<file path="config.mk">
export PLATFORM = sky130hd
export DESIGN_NAME = pfm_port_f_mux
export DESIGN_NICKNAME = d
export VERILOG_FILES = /design/src/pfm_pkg.sv /design/src/pfm_port_f_mux.sv
export VERILOG_INCLUDE_DIRS = /design/src
export SDC_FILE = /design/constraint.sdc
export NUM_CORES = 1
export LEC_CHECK = 0
export BUFFER_PORTS_ARGS = -buffer_cell sky130_fd_sc_hd__buf_4
export CAP_MARGIN = 15
export CORE_UTILIZATION = 33
export DETAILED_ROUTE_END_ITERATION = 8
export PLACE_DENSITY_LB_ADDON = 0.3
export SYNTH_ARGS = -nofsm -noshare
export SYNTH_HDL_FRONTEND = slang
export SYNTH_SLANG_ARGS = --single-unit
</file>
<file path="constraint.sdc">
create_clock -name clk_in -period 1.7 [get_ports clk_in]
set_clock_uncertainty 0.15 [all_clocks]
set_input_delay 0.17 -clock clk_in [delete_from_list [all_inputs] [get_ports clk_in]]
set_output_delay 0.17 -clock clk_in [all_outputs]
set_load 0.01 [all_outputs]
</file>
<file path="src/pfm_consts.svh">
// Register offsets, field positions, reset values for the port F pin mux
`ifndef PFM_CONSTS_SVH
`define PFM_CONSTS_SVH
`define PFM_ADDR_W          4
`define PFM_OFS_PIN_STATE   4'h0
`define PFM_OFS_OUT_DATA    4'h1
`define PFM_OFS_DIRECTION   4'h2
`define PFM_OFS_BUS_CTRL    4'h3
`define PFM_OFS_MODE        4'h4
`define PFM_BIT_WAIT_PIN_ENABLE       0
`define PFM_BIT_BUS_RELEASE_ENABLE        1
`define PFM_DIR_RST_BUS     8'h80
`define PFM_DIR_RST_SINGLE  8'h00
`define PFM_OUT_DATA_RST    8'h00
`define PFM_MODE_RST        3'h7
`define PFM_PIN_CLK         7
`define PFM_PIN_AS          6
`define PFM_PIN_RD          5
`define PFM_PIN_HWR         4
`define PFM_PIN_LWR         3
`define PFM_PIN_WAIT        2
`define PFM_PIN_GRANT       1
`endif

</file>
<file path="src/pfm_pkg.sv">
// Types for the port F pin mux
`default_nettype none
package pfm_pkg;
    typedef struct packed {
        logic [7:0] oe;
        logic [7:0] val;
    } pfm_pins_t;
    typedef struct packed {
        logic as_n;
        logic rd_n;
        logic hwr_n;
        logic lwr_n;
        logic back_n;
        logic sys_clk;
    } pfm_bus_t;
endpackage : pfm_pkg
`default_nettype wire

</file>
<file path="src/pfm_port_f_mux.sv">
// Port F pin function mux with pin-state, data, direction and bus-control registers
// Notes on behaviour
// [RULE1] - The pin-state register is eight bits, read only, and writes to it do nothing.
// [RULE2] - A pin whose direction bit is 1 reads back its output data bit.
// [RULE3] - A pin whose direction bit is 0 reads back the synchronised pin level.
// [RULE4] - Power-on reset and hardware standby reload direction and data, manual reset keeps them.
// [RULE5] - Pin 7 is a port input at direction 0 and the system clock output at 1.
// [RULE6] - Pin 6 drives address strobe in bus modes, else is a port pin by its direction bit.
// [RULE7] - Pin 5 drives read strobe in bus modes, else is a port pin by its direction bit.
// [RULE8] - Pin 4 drives high-byte write strobe in bus modes, else is a port pin.
// [RULE9] - Pin 3 drives low-byte write strobe in bus modes, else is a port pin.
// [RULE10] - Pin 2 is the wait input when wait-enable is set in bus modes, else a port pin.
// [RULE11] - Pin 1 drives bus grant when release-enable is set in bus modes, else a port pin.
// [RULE12] - Pins 3, 2 and 1 always feed external interrupt inputs 3, 2 and 1.
// [RULE13] - Software should leave an interrupt pin as a port input so nothing drives it.
// [RULE14] - The output data register supplies the level of each general-purpose output.
// [RULE15] - Output enables and values follow mode, direction and enables combinationally; here pins_out is registered, one cycle later.
//
// The address map and strobed register access were left to the implementer.
`timescale 1ns/1ps
`default_nettype none
`include "pfm_consts.svh"
module pfm_port_f_mux (
    input  wire logic                   clk_in,           // System clock, 200 MHz
    input  wire logic                   rst_in,           // Async reset, active high
    input  wire logic                   por_in,           // Power-on reset or hw standby, sync
    input  wire logic [`PFM_ADDR_W-1:0] addr_in,          // Register address
    input  wire logic [7:0]             wdata_in,         // Write data
    input  wire logic                   wr_in,            // Write strobe
    input  wire logic                   rd_in,            // Read strobe
    output logic      [7:0]             rdata_out,        // Read data, cycle after read
    input  wire pfm_pkg::pfm_bus_t      bus_in,           // Bus controller strobes and clock
    input  wire logic [7:0]             pin_in,           // Pin levels, asynchronous
    output pfm_pkg::pfm_pins_t          pins_out,         // Pin drive and enables
    output logic                        wait_n_out,       // Wait input to bus controller
    output logic [3:1]                  ext_int_out       // External interrupt inputs 3..1
);
    import pfm_pkg::*;

    logic [7:0] port_f_output_data;
    logic [7:0] port_f_direction;
    logic       wait_pin_enable;
    logic       bus_release_enable;
    logic [2:0] mode;
    logic [7:0] pin_meta;
    logic [7:0] pin_sync;
    logic       por_meta;
    logic       por_sync;

    // Mode is strapped; software may set it, manual reset reloads it to 7
    wire bus_mode = (mode != 3'h3) && (mode != 3'h7) && (mode != 3'h0);
    wire wr_data  = wr_in && (addr_in == `PFM_OFS_OUT_DATA);
    wire wr_dir   = wr_in && (addr_in == `PFM_OFS_DIRECTION);
    wire wr_bctl  = wr_in && (addr_in == `PFM_OFS_BUS_CTRL);
    wire wr_mode  = wr_in && (addr_in == `PFM_OFS_MODE);
    wire [7:0] dir_reset = bus_mode ? `PFM_DIR_RST_BUS : `PFM_DIR_RST_SINGLE;

    // Two-flop synchronisers; only second stage is read
    always_ff @(posedge clk_in or posedge rst_in) begin
        if (rst_in) begin
            pin_meta <= 8'h00;
            pin_sync <= 8'h00;
        end else begin
            pin_meta <= pin_in;
            pin_sync <= pin_meta;
        end
    end

    // Power-on path ignores manual reset so registers load while it is held
    always_ff @(posedge clk_in) begin
        por_meta <= por_in;
        por_sync <= por_meta;
    end

    // rst_in is the manual reset: data, direction and bus-control contents survive it
    always_ff @(posedge clk_in) begin
        if (por_sync) begin
            port_f_output_data <= `PFM_OUT_DATA_RST;                  // [RULE4]
            port_f_direction   <= dir_reset;                          // [RULE4]
            wait_pin_enable    <= 1'b0;
            bus_release_enable <= 1'b0;
        end else begin
            if (wr_data) begin
                port_f_output_data <= wdata_in;                       // [RULE14]
            end
            if (wr_dir) begin
                port_f_direction <= wdata_in;
            end
            if (wr_bctl) begin
                wait_pin_enable    <= wdata_in[`PFM_BIT_WAIT_PIN_ENABLE];
                bus_release_enable <= wdata_in[`PFM_BIT_BUS_RELEASE_ENABLE];
            end
        end
    end

    always_ff @(posedge clk_in or posedge rst_in) begin
        if (rst_in) begin
            mode <= `PFM_MODE_RST;
        end else if (wr_mode) begin
            mode <= wdata_in[2:0];
        end
    end

    // Pin selection per bit
    logic [7:0] next_oe;
    logic [7:0] next_val;
    wire  [7:0] bus_val = {bus_in.sys_clk, bus_in.as_n, bus_in.rd_n, bus_in.hwr_n,
                           bus_in.lwr_n, 1'b1, bus_in.back_n, 1'b0};
    wire  [7:0] bus_own;
    assign bus_own[`PFM_PIN_CLK]   = port_f_direction[`PFM_PIN_CLK];  // [RULE5]
    assign bus_own[`PFM_PIN_AS]    = bus_mode;                        // [RULE6]
    assign bus_own[`PFM_PIN_RD]    = bus_mode;                        // [RULE7]
    assign bus_own[`PFM_PIN_HWR]   = bus_mode;                        // [RULE8]
    assign bus_own[`PFM_PIN_LWR]   = bus_mode;                        // [RULE9]
    assign bus_own[`PFM_PIN_WAIT]  = bus_mode && wait_pin_enable;     // [RULE10]
    assign bus_own[`PFM_PIN_GRANT] = bus_mode && bus_release_enable;  // [RULE11]
    assign bus_own[0]              = 1'b0;
    // Wait pin is an input when owned by the bus controller
    wire  [7:0] bus_drv = bus_own & 8'hfb;

    genvar g;
    generate
        for (g = 0; g < 8; g = g + 1) begin : g_pin
            assign next_oe[g]  = bus_own[g] ? bus_drv[g]
                                            : port_f_direction[g];    // [RULE15]
            assign next_val[g] = bus_own[g] ? bus_val[g]
                                            : port_f_output_data[g];  // [RULE14]
        end
    endgenerate

    // Read mux; direction bit picks data or pin level for pin state
    wire [7:0] pin_state = (port_f_direction & port_f_output_data)    // [RULE2]
                         | (~port_f_direction & pin_sync);            // [RULE3]
    wire [7:0] next_rdata =
        (addr_in == `PFM_OFS_PIN_STATE) ? pin_state :                 // [RULE1]
        (addr_in == `PFM_OFS_OUT_DATA)  ? port_f_output_data :
        (addr_in == `PFM_OFS_BUS_CTRL)  ? {6'h00, bus_release_enable, wait_pin_enable} :
        (addr_in == `PFM_OFS_MODE)      ? {5'h00, mode} : 8'h00;

    // Registered outputs; one cycle of latency on pins
    always_ff @(posedge clk_in or posedge rst_in) begin
        if (rst_in) begin
            pins_out    <= '0;
            rdata_out   <= 8'h00;
            wait_n_out  <= 1'b1;
            ext_int_out <= 3'h7;
        end else begin
            pins_out.oe  <= next_oe;                                  // [RULE15]
            pins_out.val <= next_val;
            rdata_out    <= rd_in ? next_rdata : 8'h00;
            wait_n_out   <= bus_own[`PFM_PIN_WAIT] ? pin_sync[`PFM_PIN_WAIT] : 1'b1;
            ext_int_out  <= pin_sync[3:1];                            // [RULE12]
        end
    end

    // RULE13 binds software; interrupts are taken from the pin regardless of owner.

    property p_as_owned;
        @(posedge clk_in) disable iff (rst_in)
        bus_mode |=> pins_out.oe[`PFM_PIN_AS] && pins_out.val[`PFM_PIN_AS] == $past(bus_in.as_n);
    endproperty
    a_as_owned: assert property (p_as_owned) else $error("address strobe not driven"); // [RULE6]

    property p_rd_port;
        @(posedge clk_in) disable iff (rst_in)
        !bus_mode |=> pins_out.oe[`PFM_PIN_RD] == $past(port_f_direction[`PFM_PIN_RD]);
    endproperty
    a_rd_port: assert property (p_rd_port) else $error("pin 5 direction wrong"); // [RULE7]

    property p_hwr;
        @(posedge clk_in) disable iff (rst_in)
        bus_mode |=> pins_out.val[`PFM_PIN_HWR] == $past(bus_in.hwr_n);
    endproperty
    a_hwr: assert property (p_hwr) else $error("high write strobe wrong"); // [RULE8]

    property p_lwr;
        @(posedge clk_in) disable iff (rst_in)
        bus_mode |=> pins_out.val[`PFM_PIN_LWR] == $past(bus_in.lwr_n);
    endproperty
    a_lwr: assert property (p_lwr) else $error("low write strobe wrong"); // [RULE9]

    property p_wait;
        @(posedge clk_in) disable iff (rst_in)
        (bus_mode && wait_pin_enable) |=> !pins_out.oe[`PFM_PIN_WAIT];
    endproperty
    a_wait: assert property (p_wait) else $error("wait pin driven"); // [RULE10]

    property p_grant;
        @(posedge clk_in) disable iff (rst_in)
        (bus_mode && bus_release_enable) |=> pins_out.val[1] == $past(bus_in.back_n);
    endproperty
    a_grant: assert property (p_grant) else $error("bus grant wrong"); // [RULE11]

    property p_clk7;
        @(posedge clk_in) disable iff (rst_in)
        1'b1 |=> pins_out.oe[7] == $past(port_f_direction[7]);
    endproperty
    a_clk7: assert property (p_clk7) else $error("pin 7 enable wrong"); // [RULE5]

    property p_read;
        @(posedge clk_in) disable iff (rst_in)
        (rd_in && addr_in == `PFM_OFS_PIN_STATE) |=> rdata_out == $past(pin_state);
    endproperty
    a_read: assert property (p_read) else $error("pin state read wrong"); // [RULE2]

    property p_irq;
        @(posedge clk_in) disable iff (rst_in)
        1'b1 |=> ext_int_out == $past(pin_sync[3:1]);
    endproperty
    a_irq: assert property (p_irq) else $error("interrupt input wrong"); // [RULE12]

    property p_por;
        @(posedge clk_in) disable iff (rst_in)
        por_sync |=> port_f_output_data == 8'h00;
    endproperty
    a_por: assert property (p_por) else $error("data not cleared"); // [RULE4]

    property p_por_dir;
        @(posedge clk_in) disable iff (rst_in)
        por_sync |=> port_f_direction == $past(dir_reset);
    endproperty
    a_por_dir: assert property (p_por_dir) else $error("direction not reloaded"); // [RULE4]

    property p_rd_owned;
        @(posedge clk_in) disable iff (rst_in)
        bus_mode |=> pins_out.oe[`PFM_PIN_RD] && pins_out.val[`PFM_PIN_RD] == $past(bus_in.rd_n);
    endproperty
    a_rd_owned: assert property (p_rd_owned) else $error("read strobe not driven"); // [RULE7]

    property p_as_port;
        @(posedge clk_in) disable iff (rst_in)
        !bus_mode |=> pins_out.oe[`PFM_PIN_AS] == $past(port_f_direction[`PFM_PIN_AS]);
    endproperty
    a_as_port: assert property (p_as_port) else $error("pin 6 direction wrong"); // [RULE6]

    property p_hwr_oe;
        @(posedge clk_in) disable iff (rst_in)
        bus_mode |=> pins_out.oe[`PFM_PIN_HWR];
    endproperty
    a_hwr_oe: assert property (p_hwr_oe) else $error("high write strobe not driven"); // [RULE8]

    property p_hwr_port;
        @(posedge clk_in) disable iff (rst_in)
        !bus_mode |=> pins_out.oe[`PFM_PIN_HWR] == $past(port_f_direction[`PFM_PIN_HWR]);
    endproperty
    a_hwr_port: assert property (p_hwr_port) else $error("pin 4 direction wrong"); // [RULE8]

    property p_lwr_oe;
        @(posedge clk_in) disable iff (rst_in)
        bus_mode |=> pins_out.oe[`PFM_PIN_LWR];
    endproperty
    a_lwr_oe: assert property (p_lwr_oe) else $error("low write strobe not driven"); // [RULE9]

    property p_lwr_port;
        @(posedge clk_in) disable iff (rst_in)
        !bus_mode |=> pins_out.oe[`PFM_PIN_LWR] == $past(port_f_direction[`PFM_PIN_LWR]);
    endproperty
    a_lwr_port: assert property (p_lwr_port) else $error("pin 3 direction wrong"); // [RULE9]

    property p_wait_port;
        @(posedge clk_in) disable iff (rst_in)
        !(bus_mode && wait_pin_enable) |=>
            pins_out.oe[`PFM_PIN_WAIT] == $past(port_f_direction[`PFM_PIN_WAIT]);
    endproperty
    a_wait_port: assert property (p_wait_port) else $error("pin 2 direction wrong"); // [RULE10]

    property p_wait_in;
        @(posedge clk_in) disable iff (rst_in)
        (bus_mode && wait_pin_enable) |=> wait_n_out == $past(pin_sync[`PFM_PIN_WAIT]);
    endproperty
    a_wait_in: assert property (p_wait_in) else $error("wait input not passed"); // [RULE10]

    property p_wait_idle;
        @(posedge clk_in) disable iff (rst_in)
        !(bus_mode && wait_pin_enable) |=> wait_n_out;
    endproperty
    a_wait_idle: assert property (p_wait_idle) else $error("wait asserted when unused"); // [RULE10]

    property p_grant_oe;
        @(posedge clk_in) disable iff (rst_in)
        (bus_mode && bus_release_enable) |=> pins_out.oe[`PFM_PIN_GRANT];
    endproperty
    a_grant_oe: assert property (p_grant_oe) else $error("bus grant not driven"); // [RULE11]

    property p_grant_port;
        @(posedge clk_in) disable iff (rst_in)
        !(bus_mode && bus_release_enable) |=>
            pins_out.oe[`PFM_PIN_GRANT] == $past(port_f_direction[`PFM_PIN_GRANT]);
    endproperty
    a_grant_port: assert property (p_grant_port) else $error("pin 1 direction wrong"); // [RULE11]

    property p_clk7_val;
        @(posedge clk_in) disable iff (rst_in)
        port_f_direction[`PFM_PIN_CLK] |=> pins_out.val[`PFM_PIN_CLK] == $past(bus_in.sys_clk);
    endproperty
    a_clk7_val: assert property (p_clk7_val) else $error("system clock not driven"); // [RULE5]

    property p_gpo_val;
        @(posedge clk_in) disable iff (rst_in)
        !bus_mode |=> pins_out.val[6:1] == $past(port_f_output_data[6:1]);
    endproperty
    a_gpo_val: assert property (p_gpo_val) else $error("port output value wrong"); // [RULE14]

    property p_pin0;
        @(posedge clk_in) disable iff (rst_in)
        1'b1 |=> pins_out.oe[0] == $past(port_f_direction[0])
              && pins_out.val[0] == $past(port_f_output_data[0]);
    endproperty
    a_pin0: assert property (p_pin0) else $error("pin 0 drive wrong"); // [RULE14]

    property p_read_idle;
        @(posedge clk_in) disable iff (rst_in)
        !rd_in |=> rdata_out == 8'h00;
    endproperty
    a_read_idle: assert property (p_read_idle) else $error("read data without read"); // [RULE1]

    property p_read_data;
        @(posedge clk_in) disable iff (rst_in)
        (rd_in && addr_in == `PFM_OFS_OUT_DATA) |=> rdata_out == $past(port_f_output_data);
    endproperty
    a_read_data: assert property (p_read_data) else $error("data read wrong"); // [RULE14]

    property p_no_pin_write;
        @(posedge clk_in) disable iff (rst_in)
        (wr_in && addr_in == `PFM_OFS_PIN_STATE && !por_sync) |=>
            $stable(port_f_output_data) && $stable(port_f_direction);
    endproperty
    a_no_pin_write: assert property (p_no_pin_write) else $error("pin state write took"); // [RULE1]

    property p_read_pins;
        @(posedge clk_in) disable iff (rst_in)
        (rd_in && addr_in == `PFM_OFS_PIN_STATE) |=>
            (rdata_out & ~$past(port_f_direction)) == ($past(pin_sync) & ~$past(port_f_direction));
    endproperty
    a_read_pins: assert property (p_read_pins) else $error("pin level read wrong"); // [RULE3]
endmodule : pfm_port_f_mux
`default_nettype wire

</file>
==> metrics.md <==
| Metric | Value |
|---|---|
| Status | `finished, final reports clean` |
| ANT cells | `0` |
| Relative slew slack | `73.1%` |
| CP Depth | `4` |
| Die Y | `87.1 um` |
| Critical Path End | `pins_out[6]$_DFF_PP0_` |
| Grt total ovfl | `0` |
| First-pass GRT wire length | `between 7000 and 8000 um` |
| Post-Syn Area | `about 0.0024 mm2` |
| Die X | `between 80 and 90 um` |
| Cell Chain, Critical Path | `nor3_2 -> a21oi_2 -> buf_4 -> mux2_2` |
| CP startpoint | `mode[0]$_DFFE_PP1P_` |
| Final Cell Area | `0.00339 mm2` |
| Vias | `between 1500 and 2000` |
| Fin. max-slew vios | `0` |
| Clk pin slew, worst setup/hold paths | `0.07 ns` |
| Largest net degree at the start of global routing | `22` |
| Yosys warnings | `0` |
| Synth cell count leaders | `dfrtp_1 (40), nor2_1 (18), a21oi_1 (12), dfxtp_1 (12)` |
| Initial antenna violation count | `0` |
| Total negative slack | `0 ns` |
| Multi-input gate area | `roughly 660 um2` |
| Filler Cell Count | `about 650` |
| Drt initial violations | `between 80 and 90` |
| Final Cycle Share | `between 90% and 100%` |
| DR pass1 iterations | `4` |
| Top-count cell post-synth | `dfrtp_1` |
| CTS sink cnt | `67` |
| Clk pwr share | `approximately a third` |
| CTS Buf Count | `9` |
| Combinational Power Share | `13.8%` |
| Critical path buffer and inverter count | `1` |
| Post-DR wirelength/cell | `~13 um` |
| CTS tree | `yes` |
| Final setup viols | `0` |
| Worst Path Required | `roughly 1.8 ns` |
| Synth area leader | `dfrtp_1` |
| Hold wc startpoint | `addr_in[3]` |
| P_leak | `approximately 1.6 nW` |
| WL final | `4760 um` |
| Syn avg cell area | `about 13 um2` |
| Crit-path leading delay family | `flip-flops` |
| Clock Tree Buf Depth | `2` |
| #FFs+latches synth | `67` |
| Worst-Skew Late Latency | `about 0.34 ns` |
| Core area | `0.00691 mm2` |
| Max Cap Viol | `0` |
| Crit path kind | `flip-flop to flip-flop` |
| Syn_nets | `approximately 210` |
| Routability cong. | `roughly 0.78` |
| Area Growth Syn to Fin | `42.0%` |
| Number of hold violations in the final report | `0` |
| Predominant post-synthesis flop cell | `dfrtp_1` |
| FF-to-FF End | `pins_out[6]$_DFF_PP0_` |
| Worst setup SP type | `flip-flop` |
| Register area share after synthesis | `between 60% and 70%` |
| Starting Density | `about a third` |
| RSZ-0062 raised after global routing | `no` |
| Synth unique cells | `36` |
| Number of flops mapped to enable cells by yosys | `8` |
| CTS Hold Bufs | `26` |
| FF-to-FF path depth | `4` |
| Fraction of layout cells with a size suffix above 1 | `37.1%` |
| H-tree depth | `3` |
| Root Buffer | `clkbuf_8` |
| Residual DRC count | `0` |
| Final ANT Viol Nets | `0` |
| Crit-path slowest cell | `dfstp_2` |
| Switch Pwr | `roughly 0.00086 W` |
| Number of global-route vias before repair | `between 1500 and 2000` |
| Max Freq | `630 MHz` |
| Placed cell areas | `roughly 0.0030 mm2` |
| Pint | `around 0.0026 W` |
| Worst VDD drop | `around 0.38 mV` |
| Max stage delay on crit path | `approximately 0.57 ns` |
| Cell Pwr Density | `just over 1000 mW/mm2` |
| Setup slack, reg-to-reg | `0.11 ns` |
| Num ports | `between 50 and 60` |
| Die area | `between 0.007 and 0.008 mm2` |
| Cts repair resizes | `0` |
| Sequential share of power | `between 50 and 60%` |
| Worst Max-Slew Pin Slew | `~0.40 ns` |
| Tmin final | `around 1.6 ns` |
| Top cells by area, synth | `dfrtp_1 (42%), dfxtp_1 (10%), edfxtp_1 (10%)` |
| Crit path arrival time | `roughly 1.7 ns` |
| Port buffer count | `58` |
| Crit end category | `flip-flop` |
| Share of the synthesized area in the top cell type | `a little over two fifths` |
| Ys async rst share | `a little over two thirds` |
| Fin nets | `304` |
| Switching share of power | `about a quarter` |
| Average vias per placed instance | `approximately 4.3` |
| GRT Util Overall | `~14%` |
| # Post-CTS Setup Buffers | `0` |
| Hold crit path type | `input port to flip-flop` |
| CP max FO | `5` |
| # rows | `30` |
| Sequential cell area | `~0.0017 mm2` |
| DP HPWL | `approximately 3300 um` |
| Worst r2r src | `mode[0]$_DFFE_PP1P_` |
| Gate Count Post-Synth | `around 180` |
-- flip-flops by register name (all words and copies together) (netlist names) --
register,cells
bus_release_enable,1
ext_int_out,3
mode,3
pin_meta,8
pin_sync,8
pins_out,16
por_meta,1
por_sync,1
port_f_direction,8
port_f_output_data,8
rdata_out,8
wait_n_out,1
wait_pin_enable,1
-- power groups by stage --
stage	clock, W	sequential [W]	combinational (W)
finish	0.00116	0.00180	0.000474
global route	0.00127	0.00182	0.000518
CTS	0.00119	0.00180	0.000480
detailed placement	0	0.00184	0.000432
global placement	0	0.00184	0.000426
floorplan	0	0.00185	0.000198
-- through the flow --
| step | cells | hold slack, ns | util, % | setup slack, ns | total power, W |
|---|---|---|---|---|---|
| after floorplan | 177 | 0.0477 | - | 0.204 | 0.00205 |
| after global placement | 332 | 0.0454 | 42.8 | 0.164 | 0.00226 |
| final | 374 | 0.0146 | 49.1 | 0.114 | 0.00344 |
| after detailed placement | 332 | 0.0448 | 42.8 | 0.132 | 0.00227 |
| after CTS | 374 | 0.000848 | 49.1 | 0.120 | 0.00348 |
| after global routing | 374 | 0.0138 | 49.1 | 0.0576 | 0.00361 |
-- tightest hold or removal path, cell delays in order --
cell     delay (ns)
buf_4          0.11
nor2_4         0.05
nand4_1        0.08
a21oi_1        0.06
-- cell type report --
class,instances,area share [%]
Sequential cell,67,49.1
Timing Repair Buffer,91,22.1
Multi-Input combinational cell,99,19.5
Clock buffer,10,4.06
Tap cell,96,3.54
Clock inverter,6,1.18
Inverter,5,0.553
-- kinds of logic after synthesis --
family                 count (synthesis)  synth area share (%)
buffers and inverters                 11                  2.57
and+or+nand+nor                       52                  11.9
DFF                                   67                  69.7
AOI/OAI and AO/OA                     27                  6.44
muxes                                 20                  9.38
-- placed cells by master (no fill, tap or decap), types with 6 or more instances in the layout --
master	count
a21oi_1	12
clkbuf_8	10
nor2b_1	10
mux2i_1	10
edfxtp_1	8
dlygate4sd3_1	26
dfxtp_1	12
dfrtp_1	40
dfstp_2	7
nand2_1	6
buf_4	65
nor2_1	18
o21ai_0	9
-- per-layer routing --
metal / up-vias / routed length [um] / global-route usage [%] / part of all wire [%]
met5: - / 0 / 0 / 0
met4: 0 / 123 / 8.64 / 2.6
met3: 12 / 234 / 3.13 / 4.9
met2: 58 / 2170 / 21.8 / 46
met1: 760 / 2230 / 18.1 / 47
li1: 793 / - / - / -
-- worst min path at each step --
stage               cells past startpoint                endpoint
floorplan                               0        por_meta$_DFF_P_
global placement                        2   pins_out[3]$_DFF_PP0_
detailed placement                      2   pins_out[2]$_DFF_PP0_
CTS                                     4  rdata_out[0]$_DFF_PP0_
global route                            4  rdata_out[0]$_DFF_PP0_
finish                                  4  rdata_out[0]$_DFF_PP0_
(Power assumes the default switching activity.)
